--- src/rtl/osr_defines.svh ---
`ifndef OSR_DEFINES_SVH
`define OSR_DEFINES_SVH

`define OSR_ADDR_MODE 12'h214
`define OSR_ADDR_PSEL 12'h215
`define OSR_ADDR_SYNC 12'h219
`define OSR_ADDR_STAT 12'h21A
`define OSR_ADDR_SPIN 12'h297

// Frequency banks: 16 bytes each, page is addr[11:4]
`define OSR_FREQ_A_PAGE 8'h22
`define OSR_FREQ_B_PAGE 8'h23
// Phase banks: 8 bytes each, page is addr[11:3]
`define OSR_PHASE_A_PAGE 9'h048
`define OSR_PHASE_B_PAGE 9'h049

`define OSR_SYNC_RST 8'h02
`define OSR_SYNC_ILA_BIT 1
`define OSR_SYNC_ARM_BIT 0
`define OSR_MODE_RST 8'h00
`define OSR_PSEL_RST 8'h00
`define OSR_PSEL_A_LSB 0
`define OSR_PSEL_B_LSB 2
`define OSR_FREQ_RST 32'hC000_0000
`define OSR_PHASE_RST 16'h0000
`define OSR_PHASE_PAD 16'h0000

`define OSR_MODE_PSEL_REG 2'h0
`define OSR_MODE_PINS_EACH 2'h1
`define OSR_MODE_PINS_A 2'h2

// Arbitrary value, not tied to any product
`define OSR_REV_ID_DEFAULT 8'h03

`endif

--- src/rtl/osr_pkg.sv ---
package osr_pkg;

  typedef logic [11:0] osr_addr_t;
  typedef logic [7:0] osr_byte_t;
  typedef logic [31:0] osr_word_t;
  typedef logic [15:0] osr_half_t;
  typedef logic [1:0] osr_sel_t;

  typedef enum logic
  {
    OSR_ARM_IDLE = 1'b0,
    OSR_ARM_WAIT = 1'b1
  } osr_arm_e;

endpackage

--- src/rtl/osr_nco_path.sv ---
`timescale 1ns/1ps
`include "osr_defines.svh"

module osr_nco_path
(
  input wire logic sys_clk,
  input wire logic rst_n,
  input wire osr_pkg::osr_word_t freq_word,
  input wire osr_pkg::osr_half_t phase_off,
  input wire logic load,
  output osr_pkg::osr_word_t phase_out
);
  import osr_pkg::*;

  typedef struct packed
  {
    osr_word_t acc;
    osr_word_t phase;
  } osr_path_s;

  osr_path_s q;
  osr_path_s d;

  always_comb
  begin
    d = q;
    if (load)
    begin
      d.acc = '0;
    end
    else
    begin
      d.acc = q.acc + freq_word;
    end
    d.phase = d.acc + {phase_off, `OSR_PHASE_PAD};
  end

  always_ff @(posedge sys_clk or negedge rst_n)
  begin
    if (!rst_n)
    begin
      q <= '0;
    end
    else
    begin
      q <= d;
    end
  end

  assign phase_out = q.phase;

  property p_acc_step;
    @(posedge sys_clk) disable iff (!rst_n)
    !load |=> q.acc == $past(q.acc) + $past(freq_word);
  endproperty
  a_acc_step: assert property (p_acc_step) else $error("accumulator step wrong");

  property p_off_justify;
    @(posedge sys_clk) disable iff (!rst_n)
    load |=> phase_out == {$past(phase_off), `OSR_PHASE_PAD};
  endproperty
  a_off_justify: assert property (p_off_justify) else $error("offset not msb justified");

endmodule

--- src/rtl/osr_regs.sv ---
// The address-and-strobe port is this design's own decision.
`timescale 1ns/1ps
`include "osr_defines.svh"

// Function
// - With link select set, load phase on the alignment-start multiframe edge.
// - Writing arm bit zero then one arms loading on next sysref rise.
// - After a sysref load, further sysref edges are ignored until re-armed.
// - Controller pulses sysref; device loads phase on the first rising edge.
// - Phase offset sits in the upper half of a 32-bit word, added in.
// - Phase offsets are stored raw, valid as signed or unsigned.
// - Sync control resets to link-edge loading with sysref arming inactive.
// - A read-only revision register returns a fixed identification value.
// - In source mode zero, preset select fields choose each path's preset.
module osr_regs
#(
  parameter osr_pkg::osr_byte_t REV_ID = `OSR_REV_ID_DEFAULT
)
(
  input wire logic sys_clk,
  input wire logic rst_n,
  input wire osr_pkg::osr_addr_t reg_addr,
  input wire osr_pkg::osr_byte_t reg_wdata,
  input wire logic reg_wr,
  input wire logic reg_rd,
  output osr_pkg::osr_byte_t reg_rdata,
  input wire logic sysref,
  input wire logic ila_lmfc_start,
  input wire osr_pkg::osr_sel_t preset_pins_a,
  input wire osr_pkg::osr_sel_t preset_pins_b,
  output osr_pkg::osr_word_t nco_phase_a,
  output osr_pkg::osr_word_t nco_phase_b,
  output logic phase_init_pulse
);
  import osr_pkg::*;

  typedef struct packed
  {
    osr_byte_t sync;
    osr_byte_t mode;
    osr_byte_t psel;
    logic [3:0][31:0] freq_a;
    logic [3:0][31:0] freq_b;
    logic [3:0][15:0] phase_a;
    logic [3:0][15:0] phase_b;
    osr_arm_e arm;
    logic sysref_prev;
    logic init_pulse;
    osr_byte_t rdata;
  } osr_state_s;

  osr_state_s q;
  osr_state_s d;

  logic sys_rise;
  logic ila_load;
  logic sr_load;
  logic phase_load;
  osr_sel_t sel_a;
  osr_sel_t sel_b;
  osr_word_t freq_act_a;
  osr_word_t freq_act_b;
  osr_half_t off_act_a;
  osr_half_t off_act_b;
  logic wr_freq_a;
  logic wr_freq_b;
  logic wr_phase_a;
  logic wr_phase_b;

  function automatic osr_word_t put_byte
  (
    input osr_word_t w,
    input logic [1:0] idx,
    input osr_byte_t b
  );
    osr_word_t r;
    r = w;
    r[idx*8 +: 8] = b;
    return r;
  endfunction

  function automatic osr_byte_t get_byte
  (
    input osr_word_t w,
    input logic [1:0] idx
  );
    return w[idx*8 +: 8];
  endfunction

  function automatic osr_sel_t pick_preset
  (
    input logic [1:0] mode,
    input osr_sel_t sel_reg,
    input osr_sel_t pins_own,
    input osr_sel_t pins_a
  );
    osr_sel_t r;
    case (mode)
      `OSR_MODE_PINS_EACH: r = pins_own;
      `OSR_MODE_PINS_A: r = pins_a;
      default: r = sel_reg;
    endcase
    return r;
  endfunction

  // Preset choice per path
  assign sel_a = pick_preset(q.mode[1:0], q.psel[`OSR_PSEL_A_LSB +: 2],
                             preset_pins_a, preset_pins_a);
  assign sel_b = pick_preset(q.mode[1:0], q.psel[`OSR_PSEL_B_LSB +: 2],
                             preset_pins_b, preset_pins_a);
  assign freq_act_a = q.freq_a[sel_a];
  assign freq_act_b = q.freq_b[sel_b];
  assign off_act_a = q.phase_a[sel_a];
  assign off_act_b = q.phase_b[sel_b];

  // Phase load sources
  assign sys_rise = sysref && !q.sysref_prev;
  assign ila_load = ila_lmfc_start && q.sync[`OSR_SYNC_ILA_BIT];
  assign sr_load = sys_rise && (q.arm == OSR_ARM_WAIT);
  assign phase_load = ila_load || sr_load;

  // Bank decode
  assign wr_freq_a = reg_wr && (reg_addr[11:4] == `OSR_FREQ_A_PAGE);
  assign wr_freq_b = reg_wr && (reg_addr[11:4] == `OSR_FREQ_B_PAGE);
  assign wr_phase_a = reg_wr && (reg_addr[11:3] == `OSR_PHASE_A_PAGE);
  assign wr_phase_b = reg_wr && (reg_addr[11:3] == `OSR_PHASE_B_PAGE);

  always_comb
  begin
    d = q;
    d.rdata = '0;
    d.sysref_prev = sysref;
    d.init_pulse = phase_load;
    if (sr_load)
    begin
      d.arm = OSR_ARM_IDLE;
    end
    if (reg_wr)
    begin
      case (reg_addr)
        `OSR_ADDR_SYNC:
        begin
          d.sync = reg_wdata;
          // Re-arm after sysref clear so a new arm wins
          if (!q.sync[`OSR_SYNC_ARM_BIT] && reg_wdata[`OSR_SYNC_ARM_BIT])
          begin
            d.arm = OSR_ARM_WAIT;
          end
        end
        `OSR_ADDR_MODE: d.mode = reg_wdata;
        `OSR_ADDR_PSEL: d.psel = reg_wdata;
        default: d.sync = q.sync;
      endcase
    end
    // Raw bit storage, no sign handling
    if (wr_freq_a)
    begin
      d.freq_a[reg_addr[3:2]] = put_byte(q.freq_a[reg_addr[3:2]],
                                         reg_addr[1:0], reg_wdata);
    end
    if (wr_freq_b)
    begin
      d.freq_b[reg_addr[3:2]] = put_byte(q.freq_b[reg_addr[3:2]],
                                         reg_addr[1:0], reg_wdata);
    end
    if (wr_phase_a)
    begin
      d.phase_a[reg_addr[2:1]] = 16'(put_byte({16'h0000, q.phase_a[reg_addr[2:1]]},
                                             {1'b0, reg_addr[0]}, reg_wdata));
    end
    if (wr_phase_b)
    begin
      d.phase_b[reg_addr[2:1]] = 16'(put_byte({16'h0000, q.phase_b[reg_addr[2:1]]},
                                             {1'b0, reg_addr[0]}, reg_wdata));
    end
    if (reg_rd)
    begin
      case (reg_addr)
        `OSR_ADDR_SYNC: d.rdata = q.sync;
        `OSR_ADDR_MODE: d.rdata = q.mode;
        `OSR_ADDR_PSEL: d.rdata = q.psel;
        `OSR_ADDR_STAT: d.rdata = {7'h00, q.arm == OSR_ARM_WAIT};
        `OSR_ADDR_SPIN: d.rdata = REV_ID;
        default:
        begin
          if (reg_addr[11:4] == `OSR_FREQ_A_PAGE)
          begin
            d.rdata = get_byte(q.freq_a[reg_addr[3:2]], reg_addr[1:0]);
          end
          else if (reg_addr[11:4] == `OSR_FREQ_B_PAGE)
          begin
            d.rdata = get_byte(q.freq_b[reg_addr[3:2]], reg_addr[1:0]);
          end
          else if (reg_addr[11:3] == `OSR_PHASE_A_PAGE)
          begin
            d.rdata = get_byte({16'h0000, q.phase_a[reg_addr[2:1]]}, {1'b0, reg_addr[0]});
          end
          else if (reg_addr[11:3] == `OSR_PHASE_B_PAGE)
          begin
            d.rdata = get_byte({16'h0000, q.phase_b[reg_addr[2:1]]}, {1'b0, reg_addr[0]});
          end
          else
          begin
            d.rdata = '0;
          end
        end
      endcase
    end
  end

  always_ff @(posedge sys_clk or negedge rst_n)
  begin
    if (!rst_n)
    begin
      q.sync <= `OSR_SYNC_RST;
      q.mode <= `OSR_MODE_RST;
      q.psel <= `OSR_PSEL_RST;
      q.freq_a <= {4{`OSR_FREQ_RST}};
      q.freq_b <= {4{`OSR_FREQ_RST}};
      q.phase_a <= {4{`OSR_PHASE_RST}};
      q.phase_b <= {4{`OSR_PHASE_RST}};
      q.arm <= OSR_ARM_IDLE;
      q.sysref_prev <= 1'b0;
      q.init_pulse <= 1'b0;
      q.rdata <= '0;
    end
    else
    begin
      q <= d;
    end
  end

  // Frequency changes do not disturb the accumulator; relink is software's job
  osr_nco_path u_path_a
  (
    .sys_clk(sys_clk),
    .rst_n(rst_n),
    .freq_word(freq_act_a),
    .phase_off(off_act_a),
    .load(phase_load),
    .phase_out(nco_phase_a)
  );

  osr_nco_path u_path_b
  (
    .sys_clk(sys_clk),
    .rst_n(rst_n),
    .freq_word(freq_act_b),
    .phase_off(off_act_b),
    .load(phase_load),
    .phase_out(nco_phase_b)
  );

  assign reg_rdata = q.rdata;
  assign phase_init_pulse = q.init_pulse;

  property p_ila_load;
    @(posedge sys_clk) disable iff (!rst_n)
    (ila_lmfc_start && q.sync[`OSR_SYNC_ILA_BIT])
      |=> phase_init_pulse && (nco_phase_a == {$past(off_act_a), `OSR_PHASE_PAD});
  endproperty
  a_ila_load: assert property (p_ila_load) else $error("link edge did not load phase");

  property p_arm_set;
    @(posedge sys_clk) disable iff (!rst_n)
    (reg_wr && reg_addr == `OSR_ADDR_SYNC && !q.sync[`OSR_SYNC_ARM_BIT]
      && reg_wdata[`OSR_SYNC_ARM_BIT]) |=> q.arm == OSR_ARM_WAIT;
  endproperty
  a_arm_set: assert property (p_arm_set) else $error("zero-one write did not arm");

  property p_sysref_load;
    @(posedge sys_clk) disable iff (!rst_n)
    (q.arm == OSR_ARM_WAIT && sysref && !q.sysref_prev)
      |=> phase_init_pulse && (nco_phase_b == {$past(off_act_b), `OSR_PHASE_PAD});
  endproperty
  a_sysref_load: assert property (p_sysref_load) else $error("armed sysref missed");

  property p_ignore_later;
    @(posedge sys_clk) disable iff (!rst_n)
    (q.arm == OSR_ARM_IDLE && !(ila_lmfc_start && q.sync[`OSR_SYNC_ILA_BIT]))
      |=> !phase_init_pulse;
  endproperty
  a_ignore_later: assert property (p_ignore_later) else $error("unarmed sysref loaded");

  property p_disarm;
    @(posedge sys_clk) disable iff (!rst_n)
    (q.arm == OSR_ARM_WAIT && sysref && !q.sysref_prev && !reg_wr)
      |=> q.arm == OSR_ARM_IDLE;
  endproperty
  a_disarm: assert property (p_disarm) else $error("arm not dropped after load");

  property p_freq_raw;
    @(posedge sys_clk) disable iff (!rst_n)
    (reg_wr && reg_addr[11:4] == `OSR_FREQ_A_PAGE)
      |=> get_byte(q.freq_a[$past(reg_addr[3:2])], $past(reg_addr[1:0])) == $past(reg_wdata);
  endproperty
  a_freq_raw: assert property (p_freq_raw) else $error("frequency byte altered");

  property p_phase_raw;
    @(posedge sys_clk) disable iff (!rst_n)
    (reg_wr && reg_addr[11:3] == `OSR_PHASE_B_PAGE && !reg_addr[0])
      |=> q.phase_b[$past(reg_addr[2:1])][7:0] == $past(reg_wdata);
  endproperty
  a_phase_raw: assert property (p_phase_raw) else $error("phase byte altered");

  property p_sync_reset;
    @(posedge sys_clk)
    $rose(rst_n) |-> (q.sync == `OSR_SYNC_RST) && (q.arm == OSR_ARM_IDLE);
  endproperty
  a_sync_reset: assert property (p_sync_reset) else $error("sync reset value wrong");

  property p_spin_read;
    @(posedge sys_clk) disable iff (!rst_n)
    (reg_rd && reg_addr == `OSR_ADDR_SPIN) |=> reg_rdata == REV_ID ##1 reg_rdata == 8'h00
      || $past(reg_rd);
  endproperty
  a_spin_read: assert property (p_spin_read) else $error("revision read wrong");

  property p_reg_sel_mode;
    @(posedge sys_clk) disable iff (!rst_n)
    (q.mode[1:0] == `OSR_MODE_PSEL_REG)
      |-> sel_a == q.psel[`OSR_PSEL_A_LSB +: 2] && sel_b == q.psel[`OSR_PSEL_B_LSB +: 2];
  endproperty
  a_reg_sel_mode: assert property (p_reg_sel_mode) else $error("preset select ignored");

  property p_ila_load_b;
    @(posedge sys_clk) disable iff (!rst_n)
    (ila_lmfc_start && q.sync[`OSR_SYNC_ILA_BIT])
      |=> nco_phase_b == {$past(off_act_b), `OSR_PHASE_PAD};
  endproperty
  a_ila_load_b: assert property (p_ila_load_b) else $error("link edge missed path b");

  property p_sysref_load_a;
    @(posedge sys_clk) disable iff (!rst_n)
    (q.arm == OSR_ARM_WAIT && sysref && !q.sysref_prev)
      |=> nco_phase_a == {$past(off_act_a), `OSR_PHASE_PAD};
  endproperty
  a_sysref_load_a: assert property (p_sysref_load_a) else $error("path a not loaded");

  property p_arm_hold;
    @(posedge sys_clk) disable iff (!rst_n)
    (q.arm == OSR_ARM_IDLE && !(reg_wr && reg_addr == `OSR_ADDR_SYNC))
      |=> q.arm == OSR_ARM_IDLE;
  endproperty
  a_arm_hold: assert property (p_arm_hold) else $error("arm set without sync write");

endmodule

--- config.mk ---
export PLATFORM = sky130hd
export DESIGN_NAME = osr_regs
export DESIGN_NICKNAME = d
export VERILOG_FILES = /design/src/rtl/osr_pkg.sv /design/src/rtl/osr_nco_path.sv /design/src/rtl/osr_regs.sv
export VERILOG_INCLUDE_DIRS = /design/src /design/src/rtl
export SDC_FILE = /design/constraint.sdc
export NUM_CORES = 1
export LEC_CHECK = 0
export BUFFER_PORTS_ARGS = -buffer_cell sky130_fd_sc_hd__buf_4
export CORE_MARGIN = 8
export CORE_UTILIZATION = 57
export DETAILED_ROUTE_END_ITERATION = 6
export PLACE_DENSITY = 0.75
export REMOVE_ABC_BUFFERS = 1
export SKIP_CTS_REPAIR_TIMING = 1
export SLEW_MARGIN = 20
export SYNTH_ARGS = -nofsm -noshare
export SYNTH_HDL_FRONTEND = slang
export SYNTH_SLANG_ARGS = --single-unit
--- constraint.sdc ---
create_clock -name sys_clk -period 6.85 [get_ports sys_clk]
set_input_delay 1.37 -clock sys_clk [delete_from_list [all_inputs] [get_ports sys_clk]]
set_output_delay 1.37 -clock sys_clk [all_outputs]
set_load 0.05 [all_outputs]
### Word-level counts from Yosys, hierarchy flattened

Cells that the tools add are included.
W data, S select, Z words.

* word-level logic and storage cells: 117
* output and inout bits: 73
* register bits after elaboration: 547

* equal/unequal tests: 11
* reduce and logical (&&, ||, !) cells: 17
* shift-type cells: 8
* muxes and demuxes: 42
* $lt $le $gt $ge: 6
* $add $sub $neg: 6

Operators by type and width (count)
* $bmux W32 S2: 4
* $bwmux W128: 2
* $mux W32: 7
* $add A32 B32 Y32: 4
* $bmux W16 S2: 4
* $bwmux W32: 4
* $bwmux W64: 2
* $mux W16: 5
* $shift A8 B34 Y32 const A: 2
* $shiftx A8 B34 Y32: 2
* $demux W32 S2: 1
* $shiftx A32 B5 Y8: 2
* $shiftx A32 B6 Y8: 2
* $eq A12 B10 Y1 const B: 5
* $mux W8: 5
* $pmux W8 S5: 1
* $neg A4 Y34: 1
* $neg A5 Y34: 1
* $demux W16 S2: 1
* $eq A9 B7 Y1 const B: 2
* $eq A8 B6 Y1 const B: 2
* $lt A2 B3 Y1 const B: 4
* $logic_and A1 B1 Y1: 10
* $reduce_and A2 Y1: 3
* other kinds (9): 14

### Depth between registers and ports, before layout

Gate-level depths: netlist of the first run.

* depth in word-level cells: 9
* depth in mapped cells: 26
* gate-level depth less buffers: 24

### Hierarchy

Synthesis of the first run repeated with hierarchy kept, for this count alone.

* cell total of the unflattened synthesis: 2873
* area total of the unflattened synthesis: 31509.0 µm²

By module, submodules not included
* osr_regs: cells an instance 1990, area an instance 23533.8 µm², times used 1, seq. area each 10506.3 µm²
* osr_nco_path at u_path_a: cells an instance 466, area an instance 4108.9 µm², times used 1, seq. area each 1201.2 µm²
* osr_nco_path at u_path_b: cells an instance 417, area an instance 3866.2 µm², times used 1, seq. area each 1201.2 µm²

### Least setup slack after synthesis of the first run

OpenSTA, ideal clock, no wires.

* path type: input to register
* start point: in preset_pins_a[0]
* end point: reg u_path_b.q (netlist bit u_path_b.phase_out[30])
* arrival: 7200 ps
* data required time: 6724 ps
* setup slack: -476 ps
* cell stages on the path: 23
* path through: a221o_2 o21ai_2 buf_1 buf_2 mux4_2 fa_1 a211oi_1 o211ai_1 a221oi_1 nand2_1 a41oi_1 xor2_1 nor2_1 ha_1 fa_1 a21o_1 a21oi_1 o21bai_1 a21oi_1 o21bai_1 a41oi_1 nor3_1 a311o_1

RTL lines
* start, declared: line osr_regs.sv:29 `input wire osr_pkg::osr_sel_t preset_pins_a,`
* end signal, assigned: line osr_nco_path.sv:42 `q <= '0;`
* end signal, assigned: line osr_nco_path.sv:46 `q <= d;`
* end, declared: line osr_nco_path.sv:21 `osr_path_s q;`

==> results of run 1 <==
## per-stage QoR
| step | area, um2 | utilization | power, mW | TNS [ns] | worst slack (ns) |
|---|---|---|---|---|---|
| 3_5_place_dp | 30300 | 0.605 | 4.90 | -0.941 | -0.274 |
| 4_1_cts | 32200 | 0.642 | 7.98 | 0 | 0.158 |
| 5_1_grt | 32200 | 0.643 | 8.26 | 0 | 0.0180 |
| 6_report | 32200 | 0.643 | 7.96 | 0 | 0.225 |
| 2_1_floorplan | 27700 | - | 4.31 | -96.70 | -3.30 |
| 3_3_place_gp | 30300 | 0.605 | 4.86 | -0.505 | -0.268 |
## flip-flops by register name, indices dropped and copies added (netlist names)
signal / count
q: 410
u_path_a.phase_out: 32
u_path_b.phase_out: 32
u_path_a.q: 16
u_path_b.q: 16
reg_rdata: 8
phase_init_pulse: 1
## final cells by class
cell class / instances / share of cell area
clock inverter: 20 / 0.00761
clock buffer: 83 / 0.0500
inverter: 27 / 0.00314
sequential: 515 / 0.400
timing repair buffer: 220 / 0.0536
tap: 672 / 0.0261
multi-input combinational: 1882 / 0.459
## path summary, 6_finish.rpt
| path | startpoint | end | slack [ns] | cells after the start |
|---|---|---|---|---|
| worst min register to register | q[362] | q[362] | 0.50 | 2 |
| worst max register to register | q[403] | u_path_b.phase_out[30] | 0.23 | 25 |
| worst max-delay path | q[403] | u_path_b.phase_out[30] | 0.23 | 25 |
| max in group asynchronous | rst_n | q[274] | 4.52 | 2 |
| min in group asynchronous | rst_n | q[132] | 0.77 | 1 |
| worst min-delay path | q[362] | q[362] | 0.50 | 2 |
## tightest hold or removal path, stage by stage, from the launching register on
cell and delay [ns]:
dfstp_2 0.37, nand2_1 0.05, o21ai_0 0.07
## placed cells by master, fill, tap and decap left out, types with 6 or more instances in the layout
cell type / instances
xor2_1: 29
clkbuf_16: 55
and2_1: 12
xnor2_1: 45
dfstp_2: 17
a211oi_1: 12
nor2_1: 257
a21oi_1: 271
and3_1: 13
mux2i_1: 27
nor3_1: 21
buf_4: 212
dfrtp_1: 498
o21bai_1: 14
ha_1: 103
o21a_1: 13
nand2_1: 286
o21ai_0: 269
mux4_2: 216
clkbuf_1: 15
mux2_2: 21
nand2b_1: 14
o211ai_1: 7
clkbuf_8: 13
a21o_1: 43
a222oi_1: 6
inv_1: 23
nand4_1: 12
nor2b_1: 33
nand3_1: 11
clkinv_2: 9
a22oi_1: 45
## cell families after synthesis
| kind of cell | after synthesis | share of synthesized area |
|---|---|---|
| AO/OA/AOI/OAI | 731 | 0.145 |
| AND/OR/NAND/NOR | 704 | 0.106 |
| flip-flops | 515 | 0.446 |
| multiplexers | 266 | 0.186 |
| adder cells (fa/ha/maj) | 107 | 0.0473 |
| buffers and inverters | 263 | 0.0472 |
| XOR/XNOR | 74 | 0.0224 |
## per-layer routing
layer,global-route usage,up-vias
met5,0,-
met4,0.0967,4
met3,0.0771,197
met2,0.438,1208
met1,0.381,11369
li1,-,9755
## power by group through the flow
stage	sequential, mW	combinational, mW	clock, mW
after floorplan	3.68	0.633	0
after global placement	3.36	1.50	0
after detailed placement	3.37	1.53	0
after CTS	3.32	1.54	3.12
after global routing	3.33	1.66	3.26
final	3.32	1.55	3.09
==> results.toml, run 1 <==
[outcome]
run_status = "completed"

[die]
fp-row-count = 82
die_height_um = 241
die_area_um2 = 58300
placeableCoreArea_um2 = 50200
top_level_ports = 103
effective_utilization_at_floorplan = 0.577
floorplan.die.width_um = 241

[yosys]
synth_sequential_area_ratio = 0.446
yosys_most_used_dff = "dfrtp_1"
ys_types = 78
synth.cell_area_um2 = 29000
ys_top_cells_by_count = "498 x dfrtp_1, 290 x nand2_1, 271 x a21oi_1"
synth-async-reset-ratio = 1.00
ys_seq_elements = 515
yosysTopAreaCellShare = 0.430
synth-edff-count = 0
post-synth-top-area-cell = "dfrtp_1"
post_synthesis_cells = 2660
syn-mean-instance-area_um2 = 10.9
netlist_top_cells_area = "dfrtp_1 43%, mux4_2 17%, a21oi_1 4.7%"
ys.warnings.count = 0
synthMostInstantiatedCell = "dfrtp_1"

[critical_path]
critical_path_peak_fanout = 5
critical_path_required_time_ns = 7.35
critPathArrivalTime_ns = 7.13
crit_path_top_delay_cell = "mux4_2"
critical_path.max_stage_delay_ns = 0.55
timing.critical_path.mode_cell = "ha_1"
path_class = "reg -> reg"
worst_setup_path_end_kind = "flop"
worstSetupStartpointType = "flop"
cpLargestDelayFamily = "compound AO/OA/AOI/OAI gates"
crit_buf_inv = 2

[routing]
route.met2.wl_um = 38200
drt_pass1_iterations = 6
drc_errors = 0
top_signal_layer_used = "met5"
drt-vias-per-instance = 6.59
routed_length_on_met3_um = 8700
detail_route.wirelength.met1_um = 32200
antenna_left = 0
route.detailed.wl_per_inst_um = 24.0
detail_route.iter0.violations = 2551
drt-total-wl_um = 82000
via_count = 22533

[timing]
fmaxAchievable_ghz = 0.151
finalHoldViolations = 0
timing_max_transition_violations_final = 0
timing.final.crit_period_ns = 6.62
final.hold.worst_slack_ns = 0.502
fin_worst_skew_ns = 0.0260
rsz0062_at_grt = "false"
timing.final.setup_violations = 0
layout_worst_path_cycle_share = 0.967
max-slew-margin-rel = 0.277
slew_at_the_pin_closest_to_its_max_slew_limit_ns = 1.08

[place]
place_congestion = 0.969
place.detailed.hpwl_um = 54700
placed_cells_incl_taps = 3316
place.port_buffers = 102

[global_routing]
wire_length_of_the_first_global_routing_pass_um = 128000
grt_use_total = 0.281
first_global_vias = 22361
grt_remaining_overflow = 0
maximum_number_of_pins_on_one_net_before_global_route_repair = 165
antenna_found_initial = 3

[pwr]
vdd.ir_drop.worst_mv = 0.187
power.share.switching = 0.303
internal_power_mw = 5.55
total_leakage_power_nw = 14.8
power.net_switching_mw = 2.41
power.share.sequential = 0.417
power_density_nw_per_um2 = 247
clock_power_share = 0.388
pwr-share-comb = 0.195

[clock_tree]
tritoncts = "yes"
worst_setup_hold_path_clk_slew_ns = 0.06
cts-htree-levels = 2
clkLatencyLatePin_ns = 0.62
root_buffer = "clkbuf_16"
numCtsBuffers = 55
cts_num_sinks = 515
cts_max_path_buffers = 3

[finish]
layout.nets = 2838
final.fill_count = 3756
multi_input_comb_area_um2 = 14800
antenna_cells = 0
drive_above_1_share = 0.219
synthToLayoutAreaGrowth_pct = 11.3
stdcell_count = 3419
seqCellArea_um2 = 12900

[run]
drv.max_cap_violation_count = 0

[worst_hold_path]
min-delay-path-class = "reg -> reg"
Power figures use the tool's default switching activity.
==> inputs of run 2 (changes only) <==
CORE_MARGIN = default   (was 8)
GPL_TIMING_DRIVEN = 0   (was default)
==> results.toml, run 2 (synthesis results as in run 1) <==
[worst_hold_path]
hold-path-endpoint = "q[298]"
cell_depth_of_the_worst_min_delay_path = 2
hold_path.startpoint = "q[298]"
min-delay-path-class = "reg -> reg"

[finish]
layout.cells.most_common = "dfrtp_1"
top_register = "q"
final.fill_count = 3658
finalCoreUtilization = 0.648
largest_reg_flops = 410
layout.nets = 2786
drive_above_1_share = 0.215
commonest_cells_after_routing_fill_and_taps_aside = "498 x dfrtp_1, 286 x nand2_1, 265 x a21oi_1, 263 x o21ai_0, 252 x nor2_1"
synthToLayoutAreaGrowth_pct = 12.3

[clock_tree]
numCtsBuffers = 54
worst_setup_hold_path_clk_slew_ns = 0.06
clkLatencyLatePin_ns = 0.62
cts_num_sinks = 515
cts-htree-levels = 2
cts_max_path_buffers = 3
tritoncts = "yes"
root_buffer = "clkbuf_16"

[global_routing]
grtUsageMet3 = 0.0736
grt_use_total = 0.313
wire_length_of_the_first_global_routing_pass_um = 123000
antenna_found_initial = 6
first_global_vias = 21617
globalRouteMet1Util = 0.417
grtUsageMet2 = 0.491
maximum_number_of_pins_on_one_net_before_global_route_repair = 103
grt.busiest_layer = "met2"
grt_remaining_overflow = 0

[pwr]
vdd.ir_drop.worst_mv = 0.192
total_leakage_power_nw = 14.7
power.total_mw = 7.99
power_density_nw_per_um2 = 246

[run]
drv.max_cap_violation_count = 0

[critical_path]
timing.reg2reg.worst_path_depth = 26
worst_setup_path_end_kind = "flop"
worst-r2r-setup-slack_ns = 0.22
critical_path.reg2reg.endpoint = "u_path_a.phase_out[31]"
worstSetupStartpointType = "primary input"
rr_startpoint = "q[403]"
path_class = "in -> reg"
critPathArrivalTime_ns = 7.22
critical_path_peak_fanout = 13
critical_path_required_time_ns = 7.34

[routing]
drc_errors = 0
drt-vias-per-instance = 6.65
drt-total-wl_um = 80400
drt_pass1_iterations = 6
detail_route.iter0.violations = 2956
route.detailed.wl_per_inst_um = 23.9
via_count = 22392
antenna_left = 0

[timing]
layout_worst_path_cycle_share = 0.982
final.hold.worst_slack_ns = 0.496
timing.final.setup_violations = 0
timing_max_transition_violations_final = 0
fin_worst_skew_ns = 0.0133
finalHoldViolations = 0
slew_at_the_pin_closest_to_its_max_slew_limit_ns = 1.10
fmaxAchievable_ghz = 0.149
max-slew-margin-rel = 0.267
timing.final.crit_period_ns = 6.73

[die]
die_height_um = 227
die_area_um2 = 51700
floorplan.die.width_um = 227
effective_utilization_at_floorplan = 0.577
top_level_ports = 103
fp-row-count = 82
placeableCoreArea_um2 = 50200

[place]
place_congestion = 0.905
place.detailed.hpwl_um = 53200
place.port_buffers = 102

[outcome]
run_status = "completed"
-- run 2: area by class of cell --
type	instances	area, um2	area share
clock inverter	9	148	0.00454
multi-input combinational	1882	15000	0.461
timing repair buffer	169	1780	0.0546
inverter	27	106	0.00327
antenna	1	2.50	0.0000769
sequential	515	12900	0.397
tap	672	841	0.0258
clock buffer	92	1770	0.0543
-- run 2: critical path, stage by stage --
cell,delay (ns)
buf_4,0.14
a221o_2,0.41
o21ai_4,0.09
clkbuf_16,0.17
buf_16,0.15
buf_16,0.18
mux4_2,0.53
ha_1,0.25
fa_2,0.39
a211oi_2,0.22
o211ai_1,0.17
a221oi_2,0.27
buf_4,0.18
nand2_1,0.08
a41oi_2,0.24
xor2_1,0.18
nor2_1,0.12
ha_2,0.27
fa_1,0.39
a21o_1,0.19
a21oi_2,0.18
o21bai_1,0.10
a21oi_2,0.17
o21bai_1,0.14
a41oi_2,0.22
nor3_1,0.08
a311o_1,0.32
-- run 2: power breakdown --
| group | internal, mW | switching (mW) | total (mW) | leakage [nW] |
|---|---|---|---|---|
| Clock | 1.89 | 1.26 | 3.15 | 0.942 |
| Sequential | 3.22 | 0.104 | 3.32 | 7.01 |
| Combinational | 0.503 | 1.02 | 1.52 | 6.76 |
| Total | 5.61 | 2.38 | 7.99 | 14.7 |
-- run 2: metrics by stage --
step	cell area, um2	cells	TNS, ns	worst slack, ns
after floorplan	27700	2424	-96.70	-3.30
after global placement	29300	3198	-919.72	-6.73
after detailed placement	30200	3242	-18.63	-1.60
after CTS	32200	3343	-8.80	-1.11
after global routing	32500	3366	-0.130	-0.0689
final	32500	3367	0	0.123
-- run 2: how the worst max path moves through the flow --
stage                             end  slack [ns]  depth (start not counted)              from
3_5_place_dp   u_path_b.phase_out[30]       -1.60                         26  preset_pins_a[0]
6_report       u_path_b.phase_out[30]        0.12                         27  preset_pins_a[0]
3_3_place_gp   u_path_a.phase_out[31]       -6.73                         21  preset_pins_a[0]
2_1_floorplan  u_path_a.phase_out[31]       -3.30                         20  preset_pins_a[0]
4_1_cts        u_path_b.phase_out[30]       -1.11                         27            q[403]
5_1_grt        u_path_b.phase_out[31]       -0.07                         25  preset_pins_a[0]
-- run 2: metal layers --
metal,part of all wire,up-vias
li1,-,9647
met1,0.38,11298
met2,0.47,1248
met3,0.099,191
met4,0.045,8
met5,0.00063,-
==> inputs of run 3 (changes only) <==
CORE_UTILIZATION = 55   (was 57)
CTS_CLUSTER_DIAMETER = 200   (was default)
PLACE_DENSITY = 0.73   (was 0.75)
==> results.toml, run 3 (synthesis results as in run 1) <==
[timing]
timing_max_transition_violations_final = 0
final.hold.worst_slack_ns = 0.501
max-slew-margin-rel = 0.288
timing.final.setup_violations = 0
fmaxAchievable_ghz = 0.148
finalSetupTns_ns = 0
layout_worst_path_cycle_share = 0.985
slew_at_the_pin_closest_to_its_max_slew_limit_ns = 1.07
setup_ws_ns = 0.105
finalHoldViolations = 0
fin_worst_skew_ns = 0.0227
timing.final.crit_period_ns = 6.75

[routing]
route.detailed.wl_per_inst_um = 24.0
antenna_left = 0
drt_pass1_iterations = 6
via_count = 22131
detail_route.iter0.violations = 2660
drc_errors = 0
drt-total-wl_um = 80500
drt-vias-per-instance = 6.59

[critical_path]
ordered_cell_list_for_the_critical_path = "ha_4 -> mux2i_4 -> buf_16 -> buf_16 -> buf_16 -> mux4_2 -> ha_1 -> o21ai_0 -> a21oi_1 -> nand3_2 -> a211oi_1 -> o21a_1 -> o21ai_1 -> mux2i_1 -> nand3_2 -> ha_1 -> or3_1 -> a2111oi_4 -> nor3b_1 -> o21ai_1 -> a21oi_1 -> o41a_1 -> xnor2_1 -> xnor2_1"
timing.critical_path.mode_cell = "buf_16"
critPathArrivalTime_ns = 7.27
worstSetupStartpointType = "flop"
crit_path_top_delay_cell = "a211oi_1"
path_class = "reg -> reg"
worst_setup_path_end_kind = "flop"
critical_path.max_stage_delay_ns = 0.57
critical_path_required_time_ns = 7.37
critical_path_peak_fanout = 12

[finish]
finalCoreUtilization = 0.633
commonest_cells_after_routing_fill_and_taps_aside = "498 x dfrtp_1, 286 x nand2_1, 268 x a21oi_1, 264 x o21ai_0, 253 x nor2_1"
layout.cells.most_common = "dfrtp_1"
stdcell_count = 3360
final_area_um2 = 32700
synthToLayoutAreaGrowth_pct = 12.8
final.fill_count = 3792
drive_above_1_share = 0.212
layout.nets = 2771
largest_reg_flops = 410
top_register = "q"

[die]
floorplan.die.width_um = 231
die_height_um = 231
fp-row-count = 83
top_level_ports = 103
die_area_um2 = 53600
effective_utilization_at_floorplan = 0.561
placeableCoreArea_um2 = 51600

[pwr]
power.share.switching = 0.291
clock_power_share = 0.413
total_leakage_power_nw = 14.8
vdd.ir_drop.worst_mv = 0.190
power.share.sequential = 0.403
pwr-share-comb = 0.184
internal_power_mw = 5.84
power_density_nw_per_um2 = 252
power.net_switching_mw = 2.39
power.total_mw = 8.23

[place]
place.detailed.hpwl_um = 53200
placed_cells_incl_taps = 3248
place.port_buffers = 102
placed_cell_area_um2 = 30300
pre_cts_setup_slack_ns = -1.45
place_congestion = 0.912

[global_routing]
maximum_number_of_pins_on_one_net_before_global_route_repair = 108
grt_remaining_overflow = 0
first_global_vias = 22216
antenna_found_initial = 4
wire_length_of_the_first_global_routing_pass_um = 126000
grt_use_total = 0.303

[outcome]
run_status = "completed"

[clock_tree]
clkLatencyLatePin_ns = 0.62
numCtsBuffers = 54
root_buffer = "clkbuf_16"
cts_max_path_buffers = 3
worst_setup_hold_path_clk_slew_ns = 0.07
tritoncts = "yes"
cts-htree-levels = 2
cts_num_sinks = 515

[worst_hold_path]
min-delay-path-class = "reg -> reg"

[run]
drv.max_cap_violation_count = 0
==> run 3: area by class of cell <==
type / count / area, um2 / share of cell area
well taps: 680 / 851 / 0.0261
flip-flops and latches: 515 / 12900 / 0.395
repair buffers: 154 / 1700 / 0.0519
clock inverters: 27 / 504 / 0.0154
inverters: 27 / 106 / 0.00326
clock buffers: 74 / 1560 / 0.0477
diodes: 1 / 2.50 / 0.0000766
multi-input cells: 1882 / 15000 / 0.460
==> run 3: critical path, delay by kind of cell, from the launching register on <==
kind	cells	cell delay [ns]
fa+ha+maj	3	0.96
simple gates	4	0.80
buf+inv	3	0.55
flops	1	0.46
xor+xnor	2	0.35
mux	3	1.12
compound gates	9	2.39
==> run 3: path summary, 6_finish.rpt <==
path,from,endpoint,slack (ns),depth (start not counted)
max in group asynchronous,rst_n,q[349],4.65,3
min in group asynchronous,rst_n,u_path_b.phase_out[6],0.76,1
worst max-delay path,q[404],u_path_a.phase_out[31],0.10,24
worst max register to register,q[404],u_path_a.phase_out[31],0.10,24
worst min-delay path,q[267],q[267],0.50,2
worst min register to register,q[267],q[267],0.50,2
==> run 3: metal layers <==
metal / routed length [um] / vias up / track usage / part of all wire
met4: 3250 / 2 / 0.128 / 0.040
met2: 38600 / 1182 / 0.477 / 0.48
met5: 16 / - / 0 / 0.00020
met1: 30700 / 11153 / 0.409 / 0.38
met3: 7920 / 193 / 0.0656 / 0.098
li1: - / 9601 / - / -
==> run 3: power groups by stage <==
stage               Combinational (mW)  Sequential [mW]  Clock, mW
global placement                  1.42             3.36          0
global route                      1.63             3.33       3.53
floorplan                        0.633             3.68          0
finish                            1.52             3.31       3.40
CTS                               1.48             3.31       3.43
detailed placement                1.47             3.37          0
